<file path="config.mk">
export PLATFORM = sky130hd
export DESIGN_NAME = trap_entry_reset_mode
export DESIGN_NICKNAME = d
export VERILOG_FILES = /design/src/core/trap_pkg.sv /design/src/core/trap_entry_reset_mode.sv
export SDC_FILE = /design/constraint.sdc
export NUM_CORES = 2
export LEC_CHECK = 0
export ABC_AREA = 1
export ABC_CLOCK_PERIOD_IN_PS = 21800
export BUFFER_PORTS_ARGS = -buffer_cell sky130_fd_sc_hd__buf_2
export CAP_MARGIN = 20
export CORE_MARGIN = 1.5
export CORE_UTILIZATION = 30
export DETAILED_ROUTE_END_ITERATION = 8
export PLACE_DENSITY = 0.57
export RECOVER_POWER = 50
export SETUP_SLACK_MARGIN = 0.2
export SLEW_MARGIN = 20
export SYNTH_ARGS = -nofsm -noshare
export SYNTH_HDL_FRONTEND = slang
export SYNTH_SLANG_ARGS = --single-unit
</file>
<file path="constraint.sdc">
create_clock -name pclk -period 21.8 [get_ports pclk]
set_input_delay 1.09 -clock pclk [delete_from_list [all_inputs] [get_ports pclk]]
set_output_delay 1.09 -clock pclk [all_outputs]
set_load 0.02 [all_outputs]
</file>
<file path="src/core/trap_pkg.sv">
package trap_pkg;

   // ------------------------------------------------------------
   // register map (byte addresses)
   // ------------------------------------------------------------
   localparam int ADDR_W = 16;
   localparam int AREA_COUNT = 6;
   localparam logic [15:0] STANDBY_CTRL_ADDR = 16'h0000;
   localparam logic [15:0] STATUS_WORD_ADDR = 16'h0004;
   localparam logic [15:0] STACK_PTR_ADDR = 16'h0008;
   localparam logic [15:0] TABLE_BASE_ADDR = 16'h000c;
   localparam logic [15:0] RESET_CAUSE_ADDR = 16'h0010;
   localparam logic [15:0] MODE_STATUS_ADDR = 16'h0014;
   localparam logic [15:0] AREA_CFG_BASE_ADDR = 16'h0020;
   localparam logic [10:0] MODE_SELECT_INDEX = 11'h7ff;
   localparam logic [15:0] MODE_SELECT_ADDR = {3'h0, MODE_SELECT_INDEX, 2'h0};

   // ------------------------------------------------------------
   // fields and reset values
   // ------------------------------------------------------------
   localparam int SW_RESET_BIT = 4;
   localparam int STAT_IE_BIT = 0;
   localparam int STAT_S_BIT = 1;
   localparam int STAT_T_BIT = 2;
   localparam int STAT_LM_LSB = 16;
   localparam int BUS_MODE_LSB = 6;
   localparam logic [4:0] LEVEL_MASK_RESET = 5'h0f;
   localparam logic [31:0] STATUS_RESET = {11'h000, LEVEL_MASK_RESET, 16'h0000};
   localparam logic [31:0] STACK_PTR_RESET = 32'h0000_0000;
   localparam logic [31:0] TABLE_BASE_RESET = 32'h000f_fc00;
   localparam logic [1:0] WIDTH_8 = 2'h0;
   localparam logic [1:0] WIDTH_16 = 2'h1;
   localparam logic [1:0] BUS_SINGLE_CHIP = 2'h0;
   localparam logic [1:0] BUS_INT_ROM_EXT = 2'h1;
   localparam logic [1:0] BUS_EXT_ROM_EXT = 2'h2;
   localparam logic [2:0] PINS_EXT_VEC_8 = 3'h0;
   localparam logic [2:0] PINS_EXT_VEC_16 = 3'h1;
   localparam logic [2:0] PINS_INT_VEC = 3'h3;

   // ------------------------------------------------------------
   // trap sequencing constants
   // ------------------------------------------------------------
   localparam logic [31:0] STACK_STEP = 32'h0000_0004;
   localparam logic [31:0] RESET_VECTOR_ADDR = 32'h000f_fffc;
   localparam logic [31:0] VEC_TOP = 32'h0000_03fc;
   localparam logic [31:0] VEC_EMU_TRAP = 32'h0000_03d8;
   localparam logic [31:0] VEC_STEP_TRACE = 32'h0000_03cc;
   localparam logic [31:0] VEC_UNDEFINED = 32'h0000_03c4;
   localparam logic [31:0] VEC_COP_ABSENT = 32'h0000_03e0;
   localparam logic [31:0] VEC_COP_ERROR = 32'h0000_03dc;
   localparam logic [4:0] LEVEL_DEBUG = 5'h04;
   localparam logic [4:0] LEVEL_NMI = 5'h0f;
   localparam logic [7:0] NMI_NUMBER = 8'h0f;
   localparam logic [7:0] FIRST_MASKABLE = 8'h10;
   localparam logic [31:0] LEN_SHORT = 32'h0000_0002;
   localparam logic [31:0] LEN_MEDIUM = 32'h0000_0004;
   localparam logic [31:0] LEN_LONG = 32'h0000_0006;

   typedef enum logic [2:0] {
      KIND_PLAIN, KIND_INT, KIND_EMU_TRAP, KIND_UNDEF,
      KIND_COP_ABSENT, KIND_COP_ERROR, KIND_RETURN
   } instr_kind_e;

   typedef enum logic [1:0] {LEN_OTHER, LEN_IMM20, LEN_COPROC, LEN_IMM32} length_e;

   typedef struct packed {
      logic done;
      instr_kind_e kind;
      length_e len;
      logic delayed_branch;
      logic delay_slot;
      logic [7:0] operand;
      logic [31:0] pc;
   } instr_info_s;

   typedef struct packed {
      logic valid;
      logic write;
      logic [31:0] addr;
      logic [31:0] wdata;
   } mem_req_s;

   typedef struct packed {
      logic valid;
      logic [31:0] value;
   } word_load_s;

endpackage
</file>
<file path="src/core/trap_entry_reset_mode.sv">
`timescale 1ns/1ps
`default_nettype none
//
// Contract
// - interrupt/NMI entry: push status, push next address, set mask, clear S, vector
// - after every entry sequence, check again for acceptable events before handler
// - software trap: push status and PC+2, clear I and S, vector 3FC-4*operand
// - emulator trap: push status and PC+2, mask 00100, clear S, vector 3D8
// - no emulator trap while stepping; software avoids it inside debug handlers
// - step trap when trace set, not delayed branch, outside debug handlers
// - step entry: push status and next address, mask 00100, clear S, vector 3CC
// - trace flag blocks user NMI, maskable interrupts and emulator traps
// - undefined outside delay slot: push status and own address, clear S, vector 3C4
// - absent coprocessor: push status and next address, clear S, vector 3E0
// - coprocessor error on next use: push status and next address, vector 3DC
// - trap return pops PC from register fifteen, then status, adding 4 each
// - reset causes: external pin, software bit, watchdog expiry, power-on
// - pin or software reset: pins to reset state, registers init, lowest gear
// - after reset cause clears, PC loads from word at 000FFFFC
// - mode pins: 000 ext 8 bit, 001 ext 16 bit, 011 internal, others reserved
// - mode register takes one write per reset, effective at once
// - bus mode bits 00 single, 01 int rom, 10 ext rom; 11 reserved
// - bus width from mode pins until mode written, then from area configs
// - lowest level wins, then lowest number; accept below mask, I for maskable
// - next address PC+6 for imm32, PC+4 imm20 or coprocessor, else PC+2
module trap_entry_reset_mode
   import trap_pkg::*;
#(
   parameter int IRQ_COUNT = 16,
   parameter bit HAS_INTERNAL_ROM = 1'b1
) (
   input wire logic pclk,
   input wire logic presetn,
   input wire logic [ADDR_W-1:0] paddr,
   input wire logic psel,
   input wire logic penable,
   input wire logic pwrite,
   input wire logic [31:0] pwdata,
   output logic [31:0] prdata,
   output logic pready,
   output logic pslverr,
   input wire instr_info_s instr,
   input wire logic [31:0] general_register_fifteen,
   input wire logic [IRQ_COUNT-1:0] irq_req,
   input wire logic [5*IRQ_COUNT-1:0] irq_level,
   input wire logic nmi_pin,
   input wire logic ext_reset_pin_n,
   input wire logic watchdog_expired,
   input wire logic [2:0] mode_pins,
   output mem_req_s mem_req,
   input wire logic mem_ack,
   input wire logic [31:0] mem_rdata,
   output word_load_s pc_load,
   output word_load_s gr15_load,
   output logic pipeline_hold,
   output logic pins_reset,
   output logic [1:0] gear_select,
   output logic [1:0] bus_mode,
   output logic ext_reset_vector,
   output logic mode_reserved,
   output logic [2*AREA_COUNT-1:0] area_width
);

   typedef enum {
      ST_RST_WAIT, ST_RST_VEC, ST_IDLE, ST_CHECK, ST_PUSH_STATUS,
      ST_PUSH_ADDR, ST_VEC_READ, ST_POP_PC, ST_POP_STATUS
   } state_e;

   // ------------------------------------------------------------
   // pin synchronisers
   // ------------------------------------------------------------
   logic [1:0] nmi_sync, ext_rst_sync;
   logic [2:0] mode_meta, mode_sync;

   always_ff @(posedge pclk or negedge presetn) begin
      if (!presetn) begin
         nmi_sync <= 2'h0;
         ext_rst_sync <= 2'h0;
         mode_meta <= 3'h0;
         mode_sync <= 3'h0;
      end else begin
         nmi_sync <= {nmi_sync[0], nmi_pin};
         ext_rst_sync <= {ext_rst_sync[0], ~ext_reset_pin_n};
         mode_meta <= mode_pins;
         mode_sync <= mode_meta;
      end
   end

   // ------------------------------------------------------------
   // state
   // ------------------------------------------------------------
   state_e state;
   logic [31:0] program_status, system_stack_pointer, vector_table_base;
   logic [31:0] ev_pc, ev_next, ent_vec, ent_ret, ret_ptr;
   logic [7:0] ev_operand;
   instr_kind_e ev_kind;
   logic step_pend, debug_handler, ent_set_mask, ent_clear_ie, ent_debug;
   logic [4:0] ent_mask;
   logic sw_reset_req, soft_reset, reset_hold;
   logic [3:0] reset_cause;
   logic mode_written;
   logic [1:0] mode_bits;
   logic [2:0] mode_latched;
   logic [1:0] area_cfg [AREA_COUNT];

   wire logic level_mask_ok;
   wire logic [4:0] level_mask = program_status[STAT_LM_LSB +: 5];
   wire logic trace_on = program_status[STAT_T_BIT];
   wire logic ie_on = program_status[STAT_IE_BIT];

   assign reset_hold = ext_rst_sync[1] | watchdog_expired;
   assign soft_reset = reset_hold | sw_reset_req;

   // ------------------------------------------------------------
   // interrupt selection
   // ------------------------------------------------------------
   logic sel_valid, sel_nmi, irq_accept;
   logic [4:0] sel_level;
   logic [7:0] sel_num;

   always_comb begin
      sel_valid = nmi_sync[1];
      sel_nmi = nmi_sync[1];
      sel_level = LEVEL_NMI;
      sel_num = NMI_NUMBER;
      for (int i = 0; i < IRQ_COUNT; i++) begin
         // strict compare keeps the smaller number on a tie
         if (irq_req[i] && (!sel_valid || irq_level[5*i +: 5] < sel_level)) begin
            sel_valid = 1'b1;
            sel_nmi = 1'b0;
            sel_level = irq_level[5*i +: 5];
            sel_num = FIRST_MASKABLE + 8'(i);
         end
      end
      irq_accept = sel_valid && (sel_level < level_mask) && (sel_nmi || ie_on)
         && !trace_on;
   end
   assign level_mask_ok = irq_accept;

   // next instruction address by length class
   function automatic logic [31:0] next_addr(input logic [31:0] pc, input length_e len);
      case (len)
         LEN_IMM32: next_addr = pc + LEN_LONG;
         LEN_IMM20, LEN_COPROC: next_addr = pc + LEN_MEDIUM;
         default: next_addr = pc + LEN_SHORT;
      endcase
   endfunction

   // ------------------------------------------------------------
   // trap sequencer
   // ------------------------------------------------------------
   wire logic apb_wr = psel & penable & pwrite;
   wire logic hit_status = apb_wr && paddr == STATUS_WORD_ADDR;
   wire logic hit_stack = apb_wr && paddr == STACK_PTR_ADDR;
   wire logic hit_table = apb_wr && paddr == TABLE_BASE_ADDR;

   always_ff @(posedge pclk or negedge presetn) begin
      if (!presetn) begin
         state <= ST_RST_WAIT;
         program_status <= STATUS_RESET;
         system_stack_pointer <= STACK_PTR_RESET;
         vector_table_base <= TABLE_BASE_RESET;
         ev_pc <= 32'h0;
         ev_next <= 32'h0;
         ev_operand <= 8'h0;
         ev_kind <= KIND_PLAIN;
         step_pend <= 1'b0;
         debug_handler <= 1'b0;
         ent_vec <= 32'h0;
         ent_ret <= 32'h0;
         ent_mask <= 5'h0;
         ent_set_mask <= 1'b0;
         ent_clear_ie <= 1'b0;
         ent_debug <= 1'b0;
         ret_ptr <= 32'h0;
      end else if (soft_reset) begin
         state <= ST_RST_WAIT;
         program_status <= STATUS_RESET;
         system_stack_pointer <= STACK_PTR_RESET;
         vector_table_base <= TABLE_BASE_RESET;
         ev_kind <= KIND_PLAIN;
         step_pend <= 1'b0;
         debug_handler <= 1'b0;
      end else begin
         if (hit_status) program_status <= pwdata;
         if (hit_stack) system_stack_pointer <= pwdata;
         if (hit_table) vector_table_base <= pwdata;
         case (state)
            ST_RST_WAIT: begin
               state <= ST_RST_VEC;
            end
            ST_RST_VEC: begin
               if (mem_ack) begin
                  ev_next <= mem_rdata;
                  state <= ST_IDLE;
               end
            end
            ST_IDLE: begin
               // events are taken only here, so a sequence in flight defers them
               if (instr.done) begin
                  ev_pc <= instr.pc;
                  ev_next <= next_addr(instr.pc, instr.len);
                  ev_operand <= instr.operand;
                  ev_kind <= instr.kind;
                  if (instr.kind == KIND_UNDEF && instr.delay_slot) ev_kind <= KIND_PLAIN;
                  if (instr.kind == KIND_EMU_TRAP && trace_on) ev_kind <= KIND_PLAIN;
                  step_pend <= trace_on && !instr.delayed_branch && !debug_handler;
                  ret_ptr <= general_register_fifteen;
                  state <= (instr.kind == KIND_RETURN) ? ST_POP_PC : ST_CHECK;
               end
            end
            ST_CHECK: begin
               ent_set_mask <= 1'b0;
               ent_clear_ie <= 1'b0;
               ent_debug <= 1'b0;
               ent_ret <= ev_next;
               state <= ST_PUSH_STATUS;
               if (ev_kind == KIND_UNDEF) begin
                  ent_ret <= ev_pc;
                  ent_vec <= vector_table_base + VEC_UNDEFINED;
                  ev_kind <= KIND_PLAIN;
               end else if (ev_kind == KIND_INT) begin
                  ent_ret <= ev_pc + LEN_SHORT;
                  ent_clear_ie <= 1'b1;
                  ent_vec <= vector_table_base + VEC_TOP - {22'h0, ev_operand, 2'h0};
                  ev_kind <= KIND_PLAIN;
               end else if (ev_kind == KIND_COP_ABSENT) begin
                  ent_vec <= vector_table_base + VEC_COP_ABSENT;
                  ev_kind <= KIND_PLAIN;
               end else if (ev_kind == KIND_COP_ERROR) begin
                  ent_vec <= vector_table_base + VEC_COP_ERROR;
                  ev_kind <= KIND_PLAIN;
               end else if (level_mask_ok) begin
                  ent_set_mask <= 1'b1;
                  ent_mask <= sel_level;
                  ent_vec <= vector_table_base + VEC_TOP - {22'h0, sel_num, 2'h0};
               end else if (step_pend) begin
                  ent_set_mask <= 1'b1;
                  ent_mask <= LEVEL_DEBUG;
                  ent_debug <= 1'b1;
                  ent_vec <= vector_table_base + VEC_STEP_TRACE;
                  step_pend <= 1'b0;
               end else if (ev_kind == KIND_EMU_TRAP) begin
                  ent_ret <= ev_pc + LEN_SHORT;
                  ent_set_mask <= 1'b1;
                  ent_mask <= LEVEL_DEBUG;
                  ent_debug <= 1'b1;
                  ent_vec <= vector_table_base + VEC_EMU_TRAP;
                  ev_kind <= KIND_PLAIN;
               end else begin
                  ev_kind <= KIND_PLAIN;
                  state <= ST_IDLE;
               end
            end
            ST_PUSH_STATUS: begin
               if (mem_ack) begin
                  system_stack_pointer <= system_stack_pointer - STACK_STEP;
                  state <= ST_PUSH_ADDR;
               end
            end
            ST_PUSH_ADDR: begin
               if (mem_ack) begin
                  system_stack_pointer <= system_stack_pointer - STACK_STEP;
                  program_status[STAT_S_BIT] <= 1'b0;
                  if (ent_clear_ie) program_status[STAT_IE_BIT] <= 1'b0;
                  if (ent_set_mask) program_status[STAT_LM_LSB +: 5] <= ent_mask;
                  if (ent_debug) debug_handler <= 1'b1;
                  state <= ST_VEC_READ;
               end
            end
            ST_VEC_READ: begin
               if (mem_ack) begin
                  ev_next <= mem_rdata; // next entry pushes the handler start
                  state <= ST_CHECK;
               end
            end
            ST_POP_PC: begin
               if (mem_ack) begin
                  ev_next <= mem_rdata;
                  ret_ptr <= ret_ptr + STACK_STEP;
                  state <= ST_POP_STATUS;
               end
            end
            ST_POP_STATUS: begin
               if (mem_ack) begin
                  program_status <= mem_rdata;
                  ret_ptr <= ret_ptr + STACK_STEP;
                  debug_handler <= 1'b0;
                  ev_kind <= KIND_PLAIN;
                  state <= ST_CHECK;
               end
            end
            default: state <= ST_RST_WAIT;
         endcase
         if (state == ST_RST_WAIT && reset_hold) state <= ST_RST_WAIT;
      end
   end

   // ------------------------------------------------------------
   // memory, pipeline and reset outputs
   // ------------------------------------------------------------
   always_comb begin
      mem_req = '0;
      case (state)
         ST_RST_VEC: begin
            mem_req.valid = 1'b1;
            mem_req.addr = RESET_VECTOR_ADDR;
         end
         ST_PUSH_STATUS: begin
            mem_req.valid = 1'b1;
            mem_req.write = 1'b1;
            mem_req.addr = system_stack_pointer - STACK_STEP;
            mem_req.wdata = program_status;
         end
         ST_PUSH_ADDR: begin
            mem_req.valid = 1'b1;
            mem_req.write = 1'b1;
            mem_req.addr = system_stack_pointer - STACK_STEP;
            mem_req.wdata = ent_ret;
         end
         ST_VEC_READ: begin
            mem_req.valid = 1'b1;
            mem_req.addr = ent_vec;
         end
         ST_POP_PC, ST_POP_STATUS: begin
            mem_req.valid = 1'b1;
            mem_req.addr = ret_ptr;
         end
         default: mem_req = '0;
      endcase
   end

   always_ff @(posedge pclk or negedge presetn) begin
      if (!presetn) begin
         pc_load <= '0;
         gr15_load <= '0;
      end else begin
         pc_load.valid <= mem_ack && !soft_reset
            && (state == ST_RST_VEC || state == ST_VEC_READ || state == ST_POP_PC);
         pc_load.value <= mem_rdata;
         gr15_load.valid <= mem_ack && !soft_reset && state == ST_POP_STATUS;
         gr15_load.value <= ret_ptr + STACK_STEP;
      end
   end

   // handler issue waits for the whole sequence and the recheck
   assign pipeline_hold = state != ST_IDLE;
   assign pins_reset = state == ST_RST_WAIT || state == ST_RST_VEC;
   assign gear_select = 2'h0; // only the lowest gear is produced here

   // ------------------------------------------------------------
   // reset cause, software reset and mode control
   // ------------------------------------------------------------
   wire logic hit_mode = apb_wr && paddr == MODE_SELECT_ADDR;

   always_ff @(posedge pclk or negedge presetn) begin
      if (!presetn) begin
         reset_cause <= 4'h1;
         sw_reset_req <= 1'b0;
      end else begin
         sw_reset_req <= apb_wr && paddr == STANDBY_CTRL_ADDR && !pwdata[SW_RESET_BIT];
         if (soft_reset) begin
            reset_cause <= {sw_reset_req, ext_rst_sync[1], watchdog_expired, 1'b0};
         end
      end
   end

   always_ff @(posedge pclk or negedge presetn) begin
      if (!presetn) begin
         mode_written <= 1'b0;
         mode_bits <= 2'h0;
         mode_latched <= 3'h0;
      end else if (soft_reset) begin
         mode_written <= 1'b0;
         mode_bits <= 2'h0;
         mode_latched <= mode_sync; // strap caught while reset is held
      end else if (hit_mode && !mode_written) begin
         mode_written <= 1'b1;
         mode_bits <= pwdata[BUS_MODE_LSB +: 2];
      end else if (!mode_written) begin
         mode_latched <= mode_sync;
      end
   end

   always_ff @(posedge pclk or negedge presetn) begin
      if (!presetn) begin
         for (int i = 0; i < AREA_COUNT; i++) area_cfg[i] <= WIDTH_8;
      end else if (soft_reset) begin
         for (int i = 0; i < AREA_COUNT; i++) area_cfg[i] <= WIDTH_8;
      end else begin
         for (int i = 0; i < AREA_COUNT; i++) begin
            if (apb_wr && paddr == AREA_CFG_BASE_ADDR + 16'(4 * i)) area_cfg[i] <= pwdata[1:0];
         end
      end
   end

   // pin decode; reserved codes fall back to the external 8 bit setting
   logic [1:0] pin_width;
   logic pin_reserved;
   always_comb begin
      pin_reserved = 1'b0;
      case (mode_latched)
         PINS_EXT_VEC_8: pin_width = WIDTH_8;
         PINS_EXT_VEC_16: pin_width = WIDTH_16;
         PINS_INT_VEC: pin_width = area_cfg[0];
         default: begin
            pin_width = WIDTH_8;
            pin_reserved = 1'b1;
         end
      endcase
   end

   assign ext_reset_vector = mode_latched != PINS_INT_VEC;
   assign bus_mode = mode_written ? mode_bits
      : (mode_latched == PINS_INT_VEC ? BUS_SINGLE_CHIP : BUS_EXT_ROM_EXT);
   assign mode_reserved = pin_reserved || (mode_written && (mode_bits == 2'h3
      || (!HAS_INTERNAL_ROM && mode_bits != BUS_EXT_ROM_EXT)));

   // software must set the area widths first, or areas left unset drop to 8 bit
   for (genvar g = 0; g < AREA_COUNT; g++) begin : g_area
      assign area_width[2*g +: 2] = mode_written ? area_cfg[g] : pin_width;
   end

   // ------------------------------------------------------------
   // apb read side
   // ------------------------------------------------------------
   logic mapped;
   logic [31:0] read_mux;
   always_comb begin
      mapped = 1'b1;
      read_mux = 32'h0;
      case (paddr)
         STANDBY_CTRL_ADDR: read_mux = 32'h1 << SW_RESET_BIT;
         STATUS_WORD_ADDR: read_mux = program_status;
         STACK_PTR_ADDR: read_mux = system_stack_pointer;
         TABLE_BASE_ADDR: read_mux = vector_table_base;
         RESET_CAUSE_ADDR: read_mux = {28'h0, reset_cause};
         MODE_STATUS_ADDR: read_mux = {24'h0, debug_handler, mode_reserved, bus_mode,
            mode_written, mode_latched};
         MODE_SELECT_ADDR: read_mux = 32'h0;
         default: begin
            mapped = 1'b0;
            for (int i = 0; i < AREA_COUNT; i++) begin
               if (paddr == AREA_CFG_BASE_ADDR + 16'(4 * i)) begin
                  mapped = 1'b1;
                  read_mux = {30'h0, area_cfg[i]};
               end
            end
         end
      endcase
   end

   always_ff @(posedge pclk or negedge presetn) begin
      if (!presetn) begin
         prdata <= 32'h0;
      end else if (psel && !penable) begin
         prdata <= pwrite ? 32'h0 : read_mux;
      end
   end

   assign pready = 1'b1;
   assign pslverr = psel && penable && !mapped;

endmodule
`default_nettype wire

</file>
==> flow_summary.toml <==
[detailed_routing]
wire_per_inst_um = 21.9
met2_length_um = 61000
drt_pass1_iterations = 8
top_layer_used = "met5"
detail_route.iter0.violations = 3434
drc_errors = 0
vias_per_cell = 5.25
num_vias = 32800
dr_wl_met3_um = 13100
drt_wl_total_um = 137000
postRouteAntennaNets = 0
wl_met1_um = 57500

[worst_hold_path]
hold_path.startpoint = "nmi_sync[0]"
hold_class = "flip-flop to flip-flop"

[final_layout]
area_growth_pct = 16.3
multi_input_area_um2 = 16900
fin_nets = 5168
seqCellArea_um2 = 10300
fin_cells = 6248
drive_above_1_share_pct = 12.7
fillers = 11100

[die]
dieWidth_um = 323
start_util_pct = 30.2
row_count = 117
fp.dieArea_um2 = 104000
io_pins = 454
core_area_um2 = 102000
die_h_um = 323

[pwr]
power_frac_comb_pct = 34.2
clockPowerShare_pct = 31.8
power_switching_mw = 1.03
leakage_nw = 17.5
intPower_mw = 1.69
p_seq_share_pct = 33.9
power_density_nw_per_um2 = 76.0
switching_share_pct = 38.0
ir_worst_vdd_v = 0.0000559

[logic_synthesis]
yosys.area_share.xor_xnor_pct = 5.21
ys_warn_count = 0
async_reset_ff_share_pct = 100
synth_seq_cells = 412
avgSynthCellArea_um2 = 6.91
synth-simple-area-share_pct = 26.6
synth_cell_types = 66
yosys.area.top_type = "dfrtp_1"
synth-adder-area-share_pct = 2.84
synth_ff_type = "dfrtp_1"
synth_cells = 4452
synth.cell_area_um2 = 30800
synth_top_family_by_area = "simple AND/OR/NAND/NOR gates"
seq_area_frac_synth_pct = 33.6
yosysTopAreaCellShare_pct = 32.3
synth_compound_area_share_pct = 19.5
synthMuxAreaShare_pct = 0.110
synth.top_cells.by_area = "dfrtp_1 (32%), nand2_1 (12%), inv_1 (8.3%), o21ai_0 (6.4%), xor2_1 (4.9%)"
synth_enable_flop_cells = 0

[placement]
dp.cells = 6137
io_buffer_count = 450
place_congestion = 1.03
place_hpwl_um = 107000

[sta]
tightest_slew_ns = 7.31
fin_crit_ns = 19.58
rsz0062_at_grt = "no"
maxSlewHeadroom_pct = -387
post-route-period-util_pct = 89.8
setup-violations-final = 0
fin_tns_setup_ns = 0
finalHoldViolCount = 0
worst_clock_skew_ns = 0.0443
report.final.slew_viol_count = 510
timing.fmax_mhz = 51.1

[critical_path]
reg2reg_from = "nmi_sync[1]"
cp_slowest_cell = "nand2_4"
critPathMaxFanout = 61
crit_top_cell = "nand2_1"
critical-path-max-stage-delay_ns = 0.41
cp-startpoint = "irq_level[2]"
worstPathRequired_ns = 22.34
startpoint_type = "input pin"
cp.arrival_ns = 20.12
worst-setup-path-type = "input pin to flip-flop"
cp-end-kind = "flip-flop"

[run_status]
status = "finished, violations left"
violations = "capacitance limit, slew limit"

[cts]
htreeDepth = 2
cts-root-buf = "clkbuf_16"
cts_tree = "built"
hold_buffers = 0
cts.clk_slew.worst_paths_ns = 0.07
clockBufferDepth = 3
numCtsBuffers = 46
clk-insertion-delay-late_ns = 0.63
clkSinkCount = 412

[grt]
antenna_found_initial = 29
first_global_vias = 30700
track_usage_pct = 25.2
grt_pass1_wl_um = 198000
grt_max_degree = 136
grt_overflow = 0

[flow_run]
maxCapViolCount = 7
[metrics by stage]
step / hold slack [ns] / cell area [um^2] / total power, mW / setup slack (ns) / util, %
after detailed placement: 0.337 / 34100 / 1.84 / -0.0385 / 33.5
after global placement: 0.333 / 34100 / 1.83 / 0.515 / 33.5
final: 0.351 / 35800 / 2.72 / 2.22 / 35.2
after CTS: 0.353 / 35700 / 2.71 / 0.542 / 35.1
after floorplan: 0.331 / 30800 / 1.57 / 2.36 / -
after global routing: 0.354 / 35800 / 2.89 / 0.174 / 35.2
[power by group through the flow]
stage          clock network [mW]  logic, mW  registers [mW]
3_3_place_gp                    0      0.900           0.932
6_report                    0.866      0.932           0.922
3_5_place_dp                    0      0.907           0.933
5_1_grt                     0.908       1.05           0.934
2_1_floorplan                   0      0.619           0.953
4_1_cts                     0.877      0.912           0.920
[placed cells by master, fill, tap and decap left out, types with 32 or more instances in the layout]
master	Yosys	final
buf_2	10	318
nor3_1	75	73
clkbuf_16	0	48
nand4_1	37	37
o21ai_0	391	372
buf_4	23	48
nand3_1	262	261
nand2_2	38	35
inv_1	682	677
ha_1	65	65
a21oi_1	212	211
xor2_1	173	173
o21ai_1	53	70
o22ai_1	96	96
nand2_1	950	947
o211ai_1	58	58
nor4_1	32	32
clkbuf_1	99	145
nor2_1	399	386
dfrtp_1	397	397
[routing by layer]
metal | vias up | GRT usage [%]
met4 | 24 | 8.67
met2 | 1574 | 39.5
met5 | - | 0
met1 | 15500 | 33.7
li1 | 15400 | -
met3 | 274 | 6.17
[path summary, 6_finish.rpt]
path	to	slack, ns	depth (start not counted)
max in group asynchronous	ev_pc[24]	7.60	3
worst max-delay path	ent_vec[26]	2.22	158
min in group asynchronous	ret_ptr[28]	2.64	1
worst max register to register	ent_vec[26]	2.44	156
worst min-delay path	nmi_sync[1]	0.35	0
worst min register to register	nmi_sync[1]	0.35	0
[state kept, by name, summed over array words and instances (netlist names), 32 cells and up]
signal / count
ret_ptr: 32
ent_vec: 32
vector_table_base: 32
ev_pc: 32
system_stack_pointer: 32
program_status: 32
pc_load: 33
ent_ret: 32
prdata: 32
ev_next: 32
gr15_load: 33
[final cells by class]
| type | count | area share, % |
|---|---|---|
| Inverter | 710 | 7.46 |
| Multi-Input combinational cell | 3154 | 47.2 |
| Clock inverter | 25 | 0.941 |
| Clock buffer | 60 | 3.65 |
| Antenna cell | 11 | 0.0769 |
| Timing Repair Buffer | 508 | 7.07 |
| Tap cell | 1368 | 4.78 |
| Sequential cell | 412 | 28.9 |
[synthesized netlist by cell type, drive strengths merged, types with 14 or more instances]
master	count
o2111ai	15
inv	687
o21ai	444
nor4	32
o22ai	96
dfstp	15
nand2	1011
nand3b	14
a31oi	24
ha	65
o21bai	26
nand3	285
clkbuf	102
dfrtp	397
a21oi	222
nor2	405
xor2	173
clkinv	23
o221ai	18
a21boi	15
a22oi	29
o211ai	58
nor3	75
buf	67
nand4	37
[timing repair]
item,4_1_cts,5_1_grt
gates resized for setup,0,47
endpoints found under the setup margin,0,77
setup buffers,0,13
[critical path, delay by kind of cell]
family | cells | cell delay [ns]
AOI/OAI and AO/OA | 27 | 4.02
adders and majority gates | 16 | 4.58
buffers and inverters | 9 | 0.89
and+or+nand+nor | 106 | 9.46
[logic make-up after synthesis]
group | after synthesis
AOI/OAI and AO/OA | 1017
xor gates and xnor gates | 183
adders and majority gates | 68
buffers and inverters | 887
DFF | 412
muxes | 3
other | 2
and+or+nand+nor | 1880
Note: power is estimated with default switching activity, not from simulation.
